==> src/dmct_pkg.sv <==
// Notes on behaviour
// - each count is sixteen bits, two bytes
// - four modes per timer, settings independent
// - mode 0 counts thirteen bits, high:low[4:0]
// - thirteen-bit wrap sets flag, may interrupt
// - counter select counts falling pin edges
// - else system clock or prescaled clock
// - count only when run and gate allow, except in split: high byte ignores gate, timer one ignores both
// - gate activity follows its polarity bit
// - run bit never clears or loads count
// - mode 1 is mode 0 with sixteen bits
// - mode 2 reloads low from high on wrap
// - split low byte uses timer zero controls
// - split high byte timer, run by timer one
// - split high overflow sets timer one flag
// - timer one then internal clock, no flag
// - timer one overflow pulse still delivered
// - timer one stops in its mode 3
// - interrupt needs flag and enable bit
// - prescaler divides 12, 4, 48 or ext/8
// - pin events up to quarter clock rate
// - flags writable, cleared on vector acknowledge
package dmct_pkg;
  localparam int ADDR_W = 4;
  localparam int DATA_W = 8;
  localparam logic [3:0] ADDR_CTRL = 4'h0;
  localparam logic [3:0] ADDR_MODE = 4'h1;
  localparam logic [3:0] ADDR_TL0 = 4'h2;
  localparam logic [3:0] ADDR_TH0 = 4'h3;
  localparam logic [3:0] ADDR_TL1 = 4'h4;
  localparam logic [3:0] ADDR_TH1 = 4'h5;
  localparam logic [3:0] ADDR_CLK = 4'h6;
  localparam logic [3:0] ADDR_GPOL = 4'h7;
  localparam logic [3:0] ADDR_IEN = 4'h8;
  localparam int TF1_BIT = 7;
  localparam int TR1_BIT = 6;
  localparam int TF0_BIT = 5;
  localparam int TR0_BIT = 4;
  localparam int M0_LSB = 0;
  localparam int CT0_BIT = 2;
  localparam int GATE_ENABLE_BIT_BIT = 3;
  localparam int M1_LSB = 4;
  localparam int CT1_BIT = 6;
  localparam int GATE1_BIT = 7;
  localparam int T1M_BIT = 3;
  localparam int T0M_BIT = 2;
  localparam int SCA_LSB = 0;
  localparam int POL0_BIT = 0;
  localparam int POL1_BIT = 1;
  localparam int IEN0_BIT = 0;
  localparam int IEN1_BIT = 1;
  localparam logic [7:0] RST_BYTE = 8'h00;
  localparam logic [7:0] BYTE_MAX = 8'hff;
  localparam logic [12:0] MAX13 = 13'h1fff;
  localparam logic [15:0] MAX16 = 16'hffff;
  localparam logic [5:0] DIV_SYS12 = 6'h0c;
  localparam logic [5:0] DIV_SYS4 = 6'h04;
  localparam logic [5:0] DIV_SYS48 = 6'h30;
  localparam logic [5:0] DIV_EXT8 = 6'h08;
  localparam logic [1:0] SCA_EXT = 2'h3;
  localparam int PIN_CNT = 5;
  localparam int PIN_CNT0 = 0;
  localparam int PIN_CNT1 = 1;
  localparam int PIN_GATE_ENABLE_BIT = 2;
  localparam int PIN_GATE1 = 3;
  localparam int PIN_EXTCLK = 4;
  typedef enum logic [1:0] {DMCT_MODE13, DMCT_MODE16, DMCT_RELOAD8, DMCT_SPLIT8} dmct_mode_t;
  function automatic logic dmct_hit(input logic en, input logic [3:0] addr, input logic [3:0] off);
    dmct_hit = en && (addr == off);
  endfunction
endpackage

==> src/dmct_pin_if.sv <==
`timescale 1ns/100ps
interface dmct_pin_if;
  import dmct_pkg::*;
  logic [PIN_CNT-1:0] level;
  logic [PIN_CNT-1:0] fall;
  logic [PIN_CNT-1:0] rise;
  modport src (output level, output fall, output rise);
  modport dst (input level, input fall, input rise);
endinterface

==> src/dmct_pin_sync.sv <==
`timescale 1ns/100ps
module dmct_pin_sync
  import dmct_pkg::*;
(
  input wire logic mclk,
  input wire logic sys_rst,
  input wire logic [PIN_CNT-1:0] pins,
  dmct_pin_if.src sync
);
  logic [PIN_CNT-1:0] s1_r;
  logic [PIN_CNT-1:0] s2_r;
  logic [PIN_CNT-1:0] s3_r;

  always_ff @(posedge mclk) begin
    if (sys_rst) begin
      s1_r <= '0;
      s2_r <= '0;
      s3_r <= '0;
    end else begin
      s1_r <= pins;
      s2_r <= s1_r;
      s3_r <= s2_r;
    end
  end

  // edges come from the second and third stages only
  assign sync.level = s2_r;
  assign sync.fall = s3_r & ~s2_r;
  assign sync.rise = ~s3_r & s2_r;
endmodule

==> src/dmct_top.sv <==
`timescale 1ns/100ps
module dmct_top
  import dmct_pkg::*;
(
  input wire logic mclk,
  input wire logic sys_rst,
  input wire logic [ADDR_W-1:0] addr,
  input wire logic [DATA_W-1:0] wr_data,
  input wire logic wr_en,
  input wire logic rd_en,
  output logic [DATA_W-1:0] rd_data,
  input wire logic count_input_pin_zero,
  input wire logic count_input_pin_one,
  input wire logic external_gate_input_zero,
  input wire logic external_gate_input_one,
  input wire logic ext_clk_in,
  input wire logic timer_zero_vector_ack,
  input wire logic timer_one_vector_ack,
  output logic timer_zero_irq,
  output logic timer_one_irq,
  output logic timer_one_overflow_pulse
);
  logic timer_zero_overflow_flag_r;
  logic timer_one_overflow_flag_r;
  logic timer_zero_run_bit_r;
  logic timer_one_run_bit_r;
  logic [7:0] timer_mode_register_r;
  logic [7:0] clock_control_register_r;
  logic [1:0] gate_pol_r;
  logic [1:0] irq_enable_r;
  logic [7:0] timer_zero_low_byte_r;
  logic [7:0] timer_zero_high_byte_r;
  logic [7:0] timer_one_low_byte_r;
  logic [7:0] timer_one_high_byte_r;
  logic [5:0] presc_cnt_r;
  logic [DATA_W-1:0] rd_data_r;
  logic irq0_r;
  logic irq1_r;
  logic ovf_pulse_r;
  logic [DATA_W-1:0] rd_mux;
  logic [5:0] presc_div;
  logic presc_tick;
  logic wr_ctrl;
  logic wr_mode;
  logic wr_tl0;
  logic wr_th0;
  logic wr_tl1;
  logic wr_th1;
  logic wr_clk;
  logic wr_gpol;
  logic wr_ien;
  dmct_mode_t mode0;
  dmct_mode_t mode1;
  logic split;
  logic gate_ok0;
  logic gate_ok1;
  logic tick0;
  logic tick1;
  logic inc0;
  logic inc0h;
  logic inc1;
  logic t1_run;
  logic [16:0] step0;
  logic [16:0] step1;
  logic ovf0;
  logic ovf0h;
  logic ovf1;
  logic set_tf0;
  logic set_tf1;

  dmct_pin_if pin_bus ();

  dmct_pin_sync u_sync (
    .mclk(mclk),
    .sys_rst(sys_rst),
    .pins({ext_clk_in, external_gate_input_one, external_gate_input_zero,
           count_input_pin_one, count_input_pin_zero}),
    .sync(pin_bus.src)
  );

  // one count step; returns {carry, high, low}
  function automatic logic [16:0] dmct_step(input dmct_mode_t m, input logic [7:0] tl, input logic [7:0] th);
    logic [13:0] c13;
    logic [16:0] c16;
    logic [8:0] c8;
    c13 = {1'b0, th, tl[4:0]} + 14'h0001;
    c16 = {1'b0, th, tl} + 17'h00001;
    c8 = {1'b0, tl} + 9'h001;
    unique case (m)
      DMCT_MODE13: dmct_step = {c13[13], c13[12:5], tl[7:5], c13[4:0]};
      DMCT_MODE16: dmct_step = c16;
      DMCT_RELOAD8: dmct_step = {c8[8], th, (c8[8] ? th : c8[7:0])};
      DMCT_SPLIT8: dmct_step = {c8[8], th, c8[7:0]};
    endcase
  endfunction

  assign wr_ctrl = dmct_hit(wr_en, addr, ADDR_CTRL);
  assign wr_mode = dmct_hit(wr_en, addr, ADDR_MODE);
  assign wr_tl0 = dmct_hit(wr_en, addr, ADDR_TL0);
  assign wr_th0 = dmct_hit(wr_en, addr, ADDR_TH0);
  assign wr_tl1 = dmct_hit(wr_en, addr, ADDR_TL1);
  assign wr_th1 = dmct_hit(wr_en, addr, ADDR_TH1);
  assign wr_clk = dmct_hit(wr_en, addr, ADDR_CLK);
  assign wr_gpol = dmct_hit(wr_en, addr, ADDR_GPOL);
  assign wr_ien = dmct_hit(wr_en, addr, ADDR_IEN);

  assign mode0 = dmct_mode_t'(timer_mode_register_r[M0_LSB+1:M0_LSB]);
  assign mode1 = dmct_mode_t'(timer_mode_register_r[M1_LSB+1:M1_LSB]);
  assign split = (mode0 == DMCT_SPLIT8);

  // shared prescaler
  always_comb begin
    unique case (clock_control_register_r[SCA_LSB+1:SCA_LSB])
      2'h0: presc_div = DIV_SYS12;
      2'h1: presc_div = DIV_SYS4;
      2'h2: presc_div = DIV_SYS48;
      2'h3: presc_div = DIV_EXT8;
    endcase
  end

  assign presc_tick = (clock_control_register_r[SCA_LSB+1:SCA_LSB] == SCA_EXT)
    ? (pin_bus.rise[PIN_EXTCLK] && (presc_cnt_r == presc_div - 6'h01))
    : (presc_cnt_r == presc_div - 6'h01);

  always_ff @(posedge mclk) begin
    if (sys_rst) begin
      presc_cnt_r <= 6'h00;
    end else if (wr_clk) begin
      presc_cnt_r <= 6'h00;
    end else if (presc_tick) begin
      presc_cnt_r <= 6'h00;
    end else if (clock_control_register_r[SCA_LSB+1:SCA_LSB] != SCA_EXT || pin_bus.rise[PIN_EXTCLK]) begin
      presc_cnt_r <= presc_cnt_r + 6'h01;
    end
  end

  // gating and clock selection
  assign gate_ok0 = !timer_mode_register_r[GATE_ENABLE_BIT_BIT] ||
    (gate_pol_r[POL0_BIT] ? pin_bus.level[PIN_GATE_ENABLE_BIT] : !pin_bus.level[PIN_GATE_ENABLE_BIT]);
  assign gate_ok1 = !timer_mode_register_r[GATE1_BIT] ||
    (gate_pol_r[POL1_BIT] ? pin_bus.level[PIN_GATE1] : !pin_bus.level[PIN_GATE1]);
  assign tick0 = clock_control_register_r[T0M_BIT] || presc_tick;
  assign tick1 = clock_control_register_r[T1M_BIT] || presc_tick;
  assign inc0 = timer_zero_run_bit_r && gate_ok0 &&
    (timer_mode_register_r[CT0_BIT] ? pin_bus.fall[PIN_CNT0] : tick0);
  assign inc0h = split && timer_one_run_bit_r && tick0;
  assign t1_run = split ? (mode1 != DMCT_SPLIT8) :
    (timer_one_run_bit_r && gate_ok1 && (mode1 != DMCT_SPLIT8));
  assign inc1 = t1_run && ((timer_mode_register_r[CT1_BIT] && !split) ? pin_bus.fall[PIN_CNT1] : tick1);

  assign step0 = dmct_step(mode0, timer_zero_low_byte_r, timer_zero_high_byte_r);
  assign step1 = dmct_step(mode1, timer_one_low_byte_r, timer_one_high_byte_r);
  assign ovf0 = inc0 && step0[16];
  assign ovf0h = inc0h && (timer_zero_high_byte_r == BYTE_MAX);
  assign ovf1 = inc1 && step1[16];
  assign set_tf0 = ovf0;
  assign set_tf1 = split ? ovf0h : ovf1;

  // timer zero count; a software write wins over a count step
  always_ff @(posedge mclk) begin
    if (sys_rst) begin
      timer_zero_low_byte_r <= RST_BYTE;
    end else if (wr_tl0) begin
      timer_zero_low_byte_r <= wr_data;
    end else if (inc0) begin
      timer_zero_low_byte_r <= step0[7:0];
    end
  end

  always_ff @(posedge mclk) begin
    if (sys_rst) begin
      timer_zero_high_byte_r <= RST_BYTE;
    end else if (wr_th0) begin
      timer_zero_high_byte_r <= wr_data;
    end else if (split) begin
      if (inc0h) begin
        timer_zero_high_byte_r <= timer_zero_high_byte_r + 8'h01;
      end
    end else if (inc0) begin
      timer_zero_high_byte_r <= step0[15:8];
    end
  end

  // timer one count
  always_ff @(posedge mclk) begin
    if (sys_rst) begin
      timer_one_low_byte_r <= RST_BYTE;
      timer_one_high_byte_r <= RST_BYTE;
    end else begin
      if (wr_tl1) begin
        timer_one_low_byte_r <= wr_data;
      end else if (inc1) begin
        timer_one_low_byte_r <= step1[7:0];
      end
      if (wr_th1) begin
        timer_one_high_byte_r <= wr_data;
      end else if (inc1) begin
        timer_one_high_byte_r <= step1[15:8];
      end
    end
  end

  // control bits; hardware set wins over write and acknowledge
  always_ff @(posedge mclk) begin
    if (sys_rst) begin
      timer_zero_overflow_flag_r <= 1'b0;
      timer_one_overflow_flag_r <= 1'b0;
      timer_zero_run_bit_r <= 1'b0;
      timer_one_run_bit_r <= 1'b0;
    end else begin
      if (set_tf0) begin
        timer_zero_overflow_flag_r <= 1'b1;
      end else if (wr_ctrl) begin
        timer_zero_overflow_flag_r <= wr_data[TF0_BIT];
      end else if (timer_zero_vector_ack) begin
        timer_zero_overflow_flag_r <= 1'b0;
      end
      if (set_tf1) begin
        timer_one_overflow_flag_r <= 1'b1;
      end else if (wr_ctrl) begin
        timer_one_overflow_flag_r <= wr_data[TF1_BIT];
      end else if (timer_one_vector_ack) begin
        timer_one_overflow_flag_r <= 1'b0;
      end
      if (wr_ctrl) begin
        timer_zero_run_bit_r <= wr_data[TR0_BIT];
        timer_one_run_bit_r <= wr_data[TR1_BIT];
      end
    end
  end

  always_ff @(posedge mclk) begin
    if (sys_rst) begin
      timer_mode_register_r <= RST_BYTE;
      clock_control_register_r <= RST_BYTE;
      gate_pol_r <= 2'h0;
      irq_enable_r <= 2'h0;
    end else begin
      if (wr_mode) begin
        timer_mode_register_r <= wr_data;
      end
      if (wr_clk) begin
        clock_control_register_r <= {4'h0, wr_data[T1M_BIT:SCA_LSB]};
      end
      if (wr_gpol) begin
        gate_pol_r <= wr_data[POL1_BIT:POL0_BIT];
      end
      if (wr_ien) begin
        irq_enable_r <= wr_data[IEN1_BIT:IEN0_BIT];
      end
    end
  end

  // outputs
  always_ff @(posedge mclk) begin
    if (sys_rst) begin
      irq0_r <= 1'b0;
      irq1_r <= 1'b0;
      ovf_pulse_r <= 1'b0;
    end else begin
      irq0_r <= timer_zero_overflow_flag_r && irq_enable_r[IEN0_BIT];
      irq1_r <= timer_one_overflow_flag_r && irq_enable_r[IEN1_BIT];
      ovf_pulse_r <= ovf1;
    end
  end

  always_comb begin
    unique case (addr)
      ADDR_CTRL: rd_mux = {timer_one_overflow_flag_r, timer_one_run_bit_r,
                           timer_zero_overflow_flag_r, timer_zero_run_bit_r, 4'h0};
      ADDR_MODE: rd_mux = timer_mode_register_r;
      ADDR_TL0: rd_mux = timer_zero_low_byte_r;
      ADDR_TH0: rd_mux = timer_zero_high_byte_r;
      ADDR_TL1: rd_mux = timer_one_low_byte_r;
      ADDR_TH1: rd_mux = timer_one_high_byte_r;
      ADDR_CLK: rd_mux = clock_control_register_r;
      ADDR_GPOL: rd_mux = {6'h00, gate_pol_r};
      ADDR_IEN: rd_mux = {6'h00, irq_enable_r};
      default: rd_mux = RST_BYTE;
    endcase
  end

  always_ff @(posedge mclk) begin
    if (sys_rst) begin
      rd_data_r <= RST_BYTE;
    end else begin
      rd_data_r <= rd_en ? rd_mux : RST_BYTE;
    end
  end

  assign rd_data = rd_data_r;
  assign timer_zero_irq = irq0_r;
  assign timer_one_irq = irq1_r;
  assign timer_one_overflow_pulse = ovf_pulse_r;
endmodule

==> config.mk <==
export PLATFORM = sky130hd
export DESIGN_NAME = dmct_top
export DESIGN_NICKNAME = d
export VERILOG_FILES = /design/src/dmct_pkg.sv /design/src/dmct_pin_if.sv /design/src/dmct_pin_sync.sv /design/src/dmct_top.sv
export SDC_FILE = /design/constraint.sdc
export NUM_CORES = 1
export LEC_CHECK = 0
export BUFFER_PORTS_ARGS = -buffer_cell sky130_fd_sc_hd__buf_2
export CELL_PAD_IN_SITES_DETAIL_PLACEMENT = 0
export CELL_PAD_IN_SITES_GLOBAL_PLACEMENT = 1
export CORE_MARGIN = 5
export CORE_UTILIZATION = 47
export CTS_BUF_LIST = sky130_fd_sc_hd__clkbuf_8
export DETAILED_ROUTE_END_ITERATION = 8
export GPL_ROUTABILITY_DRIVEN = 0
export PLACE_DENSITY = 0.87
export RECOVER_POWER = 100
export SYNTH_ARGS = -nofsm -noshare
export SYNTH_HDL_FRONTEND = slang
export SYNTH_SLANG_ARGS = --single-unit
==> constraint.sdc <==
create_clock -name mclk -period 2.65 [get_ports mclk]
set_clock_uncertainty 0.1 [all_clocks]
set_input_delay 0.3975 -clock mclk [delete_from_list [all_inputs] [get_ports mclk]]
set_output_delay 0.3975 -clock mclk [all_outputs]
set_load 0.05 [all_outputs]
==> flow_summary_export.csv, run 1 <==
group,metric,value,unit
status,outcome,"completed",
pwr,ir_worst_vdd,264,uV
worst_setup_path,worst_r2r_startpoint,"gate_pol_r[1]",
detailed_routing,drt-wirelength-per-cell,20.7,um
worst_setup_path,worstRegToRegCells,6,
placed_design,io_buffers,33,
synthesis,ys.flop_type,"sky130_fd_sc_hd__dfxtp_1",
clock_tree,htree_levels,3,
sta,finalHoldWorstSlack,0.130,ns
sta,timing.final.hold_violations,0,
synthesis,flip_flop_and_latch_count_after_synthesis,82,
floorplanning,die-area,0.0129,sq mm
sta,rsz0062_at_grt,"no",
floorplanning,chip_height,114,um
global_routing,grt_antenna_before_repair,0,
clock_tree,cts_buffers,9,
final_layout,synthToLayoutAreaGrowth,7.84,%
global_routing,grt_remaining_overflow,0,
sta,final.period_utilization,89.1,%
worst_setup_path,critPathMaxFanout,8,
sta,fin_setup_tns,0,ns
final_layout,post_route_cells_drive_above_1_share,12.4,%
synthesis,postSynth.asyncResetShare,0,%
synthesis,synth_edf_count,0,
clock_tree,hold_buffers_post_cts,0,
final_layout,layout_common_cells,"sky130_fd_sc_hd__dfxtp_1, sky130_fd_sc_hd__nand2_1, sky130_fd_sc_hd__nor2_1",
floorplanning,rows,37,
synthesis,ys.warnings.count,0,
pwr,report.power.total,2.37,mW
detailed_routing,postRouteWirelength,16.8,mm
global_routing,total_grt_usage,26.0,%
clock_tree,clk-insertion-delay-late,0.37,ns
clock_tree,tritoncts_clock_tree,"built",
worst_setup_path,arrival,2.57,ns
min_path,timing.hold.worst.class,"input pin to register",
final_layout,n_antenna_cell,0,
placed_design,place.detailed.hpwl,12.1,mm
sta,postLayoutSetupSlackWorst,0.290,ns
worst_setup_path,cp-end-kind,"register",
clock_tree,cts_sinks,82,
global_routing,first_pass_grt_wire_length,26.3,mm
detailed_routing,ant_nets,0,
floorplanning,core_region_area,0.0104,sq mm
detailed_routing,route.detailed.drc,0,
clock_tree,clkTransAtPathRegs,0.09,ns
sta,period_needed,2.36,ns
synthesis,synth_cells,646,
pwr,power_density,434,mW/mm^2
detailed_routing,drt-initial-drc-count,702,
placed_design,place_ws,0.453,ns
synthesis,yosysSeqAreaShare,32.4,%
detailed_routing,vias,5197,
sta,timing.final.max_slew_violations,0,
clock_tree,post_cts.repair.setup_buffers,0,
sta,timing.final.setup_violations,0,
worst_setup_path,crit_end,"timer_one_overflow_flag_r",
worst_setup_path,critical_path.startpoint,"gate_pol_r[1]",
flow_run,max_cap_viol_count,0,
sta,clock.fmax,424,MHz
synthesis,ys_types,76,
pwr,power.leakage,1.72,nW
sta,timing_worst_slew_pin_value,0.769,ns
worst_setup_path,timing.critical_path.from_type,"register",
floorplanning,floorplan.initialDensity,48.6,%
detailed_routing,detailedRoute.firstPassIterationCount,6,
final_layout,fillers,1029,
detailed_routing,post_drt_via_cell_ratio,6.43,
worst_setup_path,timing.rr.end,"timer_one_overflow_flag_r",
floorplanning,die_width,114,um
clock_tree,ctsResizeCount,0,
synthesis,syn_avg_cell_area,7.83,sq um
synthesis,netlist_area,0.00506,sq mm
final_layout,mostFrequentLayoutCell,"sky130_fd_sc_hd__dfxtp_1",
clock_tree,root_buffer_master,"sky130_fd_sc_hd__clkbuf_8",
global_routing,first_global_vias,4755,
final_layout,final_nets,694,
clock_tree,cts.path.max_buffers,2,
worst_setup_path,r2r_slack,0.29,ns
worst_setup_path,worst-setup-path-type,"register to register",
sta,slew_headroom,48.7,%
floorplanning,design.portCount,34,
global_routing,grt_max_degree,29,
synthesis,synth_nets,673,
worst_setup_path,crit_required,2.86,ns
-- power breakdown --
part	switching, mW	internal [mW]	total, mW	leakage [nW]
clock network	0.521	0.357	0.878	0.0961
registers	0.0291	1.26	1.28	0.665
logic	0.141	0.0646	0.205	0.960
total	0.691	1.68	2.37	1.72
-- through the flow --
stage	cells	cell area, sq um	utilization, %
after global placement	792	5350	51.4
after floorplan	646	5060	-
after global routing	808	5460	52.4
after detailed placement	792	5350	51.4
final	808	5460	52.4
after CTS	808	5540	53.1
-- metal layers --
| metal | track usage (%) | up-vias | wire length [um] |
|---|---|---|---|
| li1 | - | 2412 | - |
| met3 | 5.36 | 48 | 1760 |
| met1 | 36.4 | 2410 | 7080 |
| met4 | 10.3 | 0 | 516 |
| met2 | 39.2 | 327 | 7390 |
| met5 | 0 | - | 0 |
-- synth_stat cells (all sizes together) (3+ instances only) --
cell / n / area (sq um)
dfxtp: 82 / 1640
nand2: 80 / 300
nor2: 69 / 267
nand3: 46 / 230
a21oi: 37 / 185
o21ai: 33 / 173
clkbuf: 30 / 113
nor2b: 18 / 113
a211oi: 17 / 145
mux2i: 17 / 170
nor3: 17 / 95.1
xnor2: 17 / 149
a31oi: 13 / 87.6
inv: 12 / 45.1
nand4: 12 / 75.1
nor4: 12 / 113
buf: 11 / 67.6
xor2: 9 / 78.8
a22oi: 7 / 52.6
and3: 7 / 43.8
nand2b: 7 / 51.3
a221oi: 6 / 93.8
o211ai: 6 / 45.0
o22ai: 6 / 37.5
and4: 5 / 43.8
a32oi: 4 / 35.0
and2: 4 / 25.0
ha: 4 / 50.1
nor3b: 4 / 30.0
o31ai: 4 / 30.0
or2: 4 / 25.0
a222oi: 3 / 30.0
mux2: 3 / 33.8
nand3b: 3 / 22.5
o2111ai: 3 / 32.5
o21a: 3 / 22.5
-- sequential cells by signal, indices dropped and copies added (netlist names), 5 cells and up --
name / cells
rd_data: 8
u_sync.s1_r: 5
timer_zero_low_byte_r: 8
presc_cnt_r: 6
timer_one_low_byte_r: 8
u_sync.sync.level: 5
timer_mode_register_r: 8
timer_one_high_byte_r: 8
timer_zero_high_byte_r: 8
-- worst max-delay path: stages, from the launching register on --
cell and delay [ns]:
sky130_fd_sc_hd__dfxtp_1 0.35, sky130_fd_sc_hd__xor2_1 0.20, sky130_fd_sc_hd__a221oi_4 0.37, sky130_fd_sc_hd__nor2_2 0.15
sky130_fd_sc_hd__a211oi_2 0.65, sky130_fd_sc_hd__o211ai_1 0.25, sky130_fd_sc_hd__a31oi_1 0.21
-- kinds of logic (layout without fill, tap and decap cells) --
family          count (synthesis)  count (layout)  synth area share [%]
buf+inv                        54              80                  4.52
flops                          82              82                  32.4
mux                            20              20                  4.03
simple gates                  294             294                  29.6
compound gates                166             166                  24.0
xor+xnor                       26              26                  4.50
fa+ha+maj                       4               4                 0.989
-- area by class of cell --
type | instances | area [sq um] | area share [%]
Clock buffer | 9 | 124 | 2.27
Clock inverter | 7 | 60.1 | 1.10
Inverter | 13 | 48.8 | 0.894
Multi-Input combinational cell | 510 | 3140 | 57.5
Sequential cell | 82 | 1640 | 30.1
Tap cell | 136 | 170 | 3.12
Timing Repair Buffer | 51 | 278 | 5.09
-- worst min-delay path by stage --
stage | endpoint | cells after the start | start | slack, ns
finish | u_sync.s1_r[0] | 2 | count_input_pin_zero | 0.13
detailed placement | u_sync.sync.level[2] | 1 | u_sync.s1_r[2] | 0.32
global route | u_sync.s1_r[0] | 2 | count_input_pin_zero | 0.12
CTS | u_sync.s1_r[0] | 2 | count_input_pin_zero | 0.12
floorplan | u_sync.sync.level[0] | 1 | u_sync.s1_r[0] | 0.31
global placement | u_sync.sync.level[0] | 1 | u_sync.s1_r[0] | 0.32
Power figures use the tool's default switching activity.
==> run 2, diff against run 1 <==
clock period = 2.45 ns   (was 2.65 ns; I/O delays follow)
==> run 2 against run 1 <==
Net effect: the run now ends with design-rule violations left; utilization increased by 0.46 points; cell count grew 0.74%; via count up 0.94%; worst hold slack got worse by 0.022 ns; critical path depth unchanged; die area is the same; global-route usage is 0.30 points lower; non-clock buffer count is 6 higher; setup slack got worse by 0.15 ns; sequential share of layout area shrank 0.26 points; fmax increased by 2.2%; critical path type unchanged; largest cell class unchanged.
==> flow_summary_export.csv, run 2 (synthesis results as in run 1) <==
group,metric,value,unit
pwr,power_density,476,mW/mm^2
floorplanning,floorplan.initialDensity,48.6,%
final_layout,n_antenna_cell,0,
worst_setup_path,timing.critical_path.cells,"xor2_1 -> a221oi_2 -> nor2_1 -> a211oi_4 -> mux2i_1 -> a211oi_2",
clock_tree,clkTransAtPathRegs,0.10,ns
placed_design,io_buffers,33,
detailed_routing,postRouteWirelength,16.6,mm
detailed_routing,vias,5246,
detailed_routing,ant_nets,0,
detailed_routing,drt-initial-drc-count,565,
min_path,timing.hold.worst_path_depth,2,
pwr,ir_worst_vdd,334,uV
floorplanning,die-area,0.0129,sq mm
min_path,hold_start,"ext_clk_in",
worst_setup_path,worstRegToRegCells,6,
final_layout,synthToLayoutAreaGrowth,8.78,%
global_routing,first_pass_grt_wire_length,26.2,mm
worst_setup_path,worstPathBufferInverterCount,0,
floorplanning,chip_height,114,um
global_routing,grt_remaining_overflow,0,
worst_setup_path,arrival,2.45,ns
final_layout,final_core_utilization,52.9,%
clock_tree,ctsResizeCount,0,
detailed_routing,detailedRoute.firstPassIterationCount,9,
worst_setup_path,worst-setup-path-type,"register to register",
detailed_routing,maxUsedRoutingLayer,"met4",
detailed_routing,dr_wl_met3,1.83,mm
final_layout,layout_common_cells,"sky130_fd_sc_hd__dfxtp_1, sky130_fd_sc_hd__nand2_1, sky130_fd_sc_hd__nor2_1",
final_layout,final_nets,700,
min_path,hold-path-endpoint,"u_sync.s1_r[4]",
sta,postLayoutSetupSlackWorst,0.140,ns
worst_setup_path,critical-path-slowest-cell,"sky130_fd_sc_hd__a211oi_4",
min_path,timing.hold.worst.class,"input pin to register",
worst_setup_path,r2r_slack,0.14,ns
global_routing,first_global_vias,4868,
worst_setup_path,worst_r2r_startpoint,"gate_pol_r[1]",
floorplanning,design.portCount,34,
clock_tree,clk-insertion-delay-late,0.38,ns
floorplanning,rows,37,
clock_tree,hold_buffers_post_cts,0,
worst_setup_path,critPathMaxFanout,8,
clock_tree,post_cts.repair.setup_buffers,0,
worst_setup_path,cp-end-kind,"register",
sta,clock.fmax,433,MHz
placed_design,dpl-instance-area,0.00540,sq mm
worst_setup_path,timing.rr.end,"timer_one_low_byte_r[3]",
status,outcome,"finished, violations left",
worst_setup_path,worst_path_largest_cell_delay,0.52,ns
sta,timing.final.max_slew_violations,0,
detailed_routing,m1WireLength,7.00,mm
sta,timing.final.setup_violations,0,
pwr,power.leakage,1.75,nW
clock_tree,htree_levels,3,
worst_setup_path,timing.critical_path.from_type,"register",
clock_tree,cts_buffers,9,
detailed_routing,route.met2.wl,7.02,mm
detailed_routing,route.detailed.drc,1,
global_routing,grt_max_degree,29,
global_routing,grt_antenna_before_repair,0,
placed_design,place.detailed.hpwl,12.1,mm
worst_setup_path,crit_required,2.59,ns
sta,fin_setup_tns,0,ns
sta,rsz0062_at_grt,"no",
final_layout,post_route_cells_drive_above_1_share,12.2,%
final_layout,mostFrequentLayoutCell,"sky130_fd_sc_hd__dfxtp_1",
flow_run,max_cap_viol_count,0,
sta,timing.final.hold_violations,0,
detailed_routing,post_drt_via_cell_ratio,6.44,
global_routing,total_grt_usage,25.7,%
sta,slew_headroom,51.4,%
clock_tree,root_buffer_master,"sky130_fd_sc_hd__clkbuf_8",
clock_tree,cts_sinks,82,
worst_setup_path,crit_family,"compound AO/OA/AOI/OAI gates",
final_layout,postLayoutCellArea,0.00551,sq mm
status,violations_in_the_final_reports,"design-rule violations",
sta,final.period_utilization,94.3,%
sta,timing_worst_slew_pin_value,0.729,ns
floorplanning,core_region_area,0.0104,sq mm
floorplanning,die_width,114,um
clock_tree,tritoncts_clock_tree,"built",
sta,period_needed,2.31,ns
detailed_routing,drt-wirelength-per-cell,20.3,um
clock_tree,cts.path.max_buffers,2,
placed_design,place_ws,0.210,ns
## run 2: changes by cell type in the layout (fill, tap and decap cells not counted), sizes merged
cell      delta
buf          +4
clkinv       -2
bufinv       +1
clkinvlp     +1
clkbuf       +2
## run 2: final cells by class
cell class,count,area (sq um)
fillers,1021,4910
multi-input cells,510,3130
flip-flops and latches,82,1640
repair buffers,57,318
well taps,136,170
clock buffers,9,124
clock inverters,7,76.3
inverters,13,48.8
## run 2: worst register-to-register path, cell delays in order, from the launching register on
cell                       delay [ns]
sky130_fd_sc_hd__dfxtp_1         0.36
sky130_fd_sc_hd__xor2_1          0.18
sky130_fd_sc_hd__a221oi_2        0.45
sky130_fd_sc_hd__nor2_1          0.22
sky130_fd_sc_hd__a211oi_4        0.52
sky130_fd_sc_hd__mux2i_1         0.27
sky130_fd_sc_hd__a211oi_2        0.09
## run 2: worst max path at each step
stage | start | cells after the start | end | slack, ns
final | gate_pol_r[1] | 6 | timer_one_low_byte_r[3] | 0.14
after global routing | timer_zero_low_byte_r[1] | 7 | timer_zero_high_byte_r[2] | 0.02
after detailed placement | timer_zero_low_byte_r[0] | 7 | timer_zero_low_byte_r[1] | 0.21
after CTS | timer_zero_low_byte_r[0] | 7 | timer_zero_low_byte_r[1] | 0.19
after floorplan | timer_one_low_byte_r[0] | 6 | timer_one_low_byte_r[1] | 0.37
after global placement | timer_zero_low_byte_r[0] | 7 | timer_zero_low_byte_r[1] | 0.32
## run 2: stage by stage
step	hold slack (ns)	std cells	power [mW]
after floorplan	0.314	646	1.55
after global placement	0.317	798	1.64
after detailed placement	0.326	798	1.64
after CTS	0.0861	814	2.65
after global routing	0.100	814	2.73
final	0.108	814	2.62
## run 2: power by group
part	switching (mW)	internal, mW
clock	0.530	0.478
sequential	0.0300	1.36
combinational	0.156	0.0717
## run 2: per-layer routing
metal	vias to the layer above	GRT usage (%)
met3	64	5.36
met5	-	0
met4	0	11.3
li1	2432	-
met2	327	37.9
met1	2423	36.2
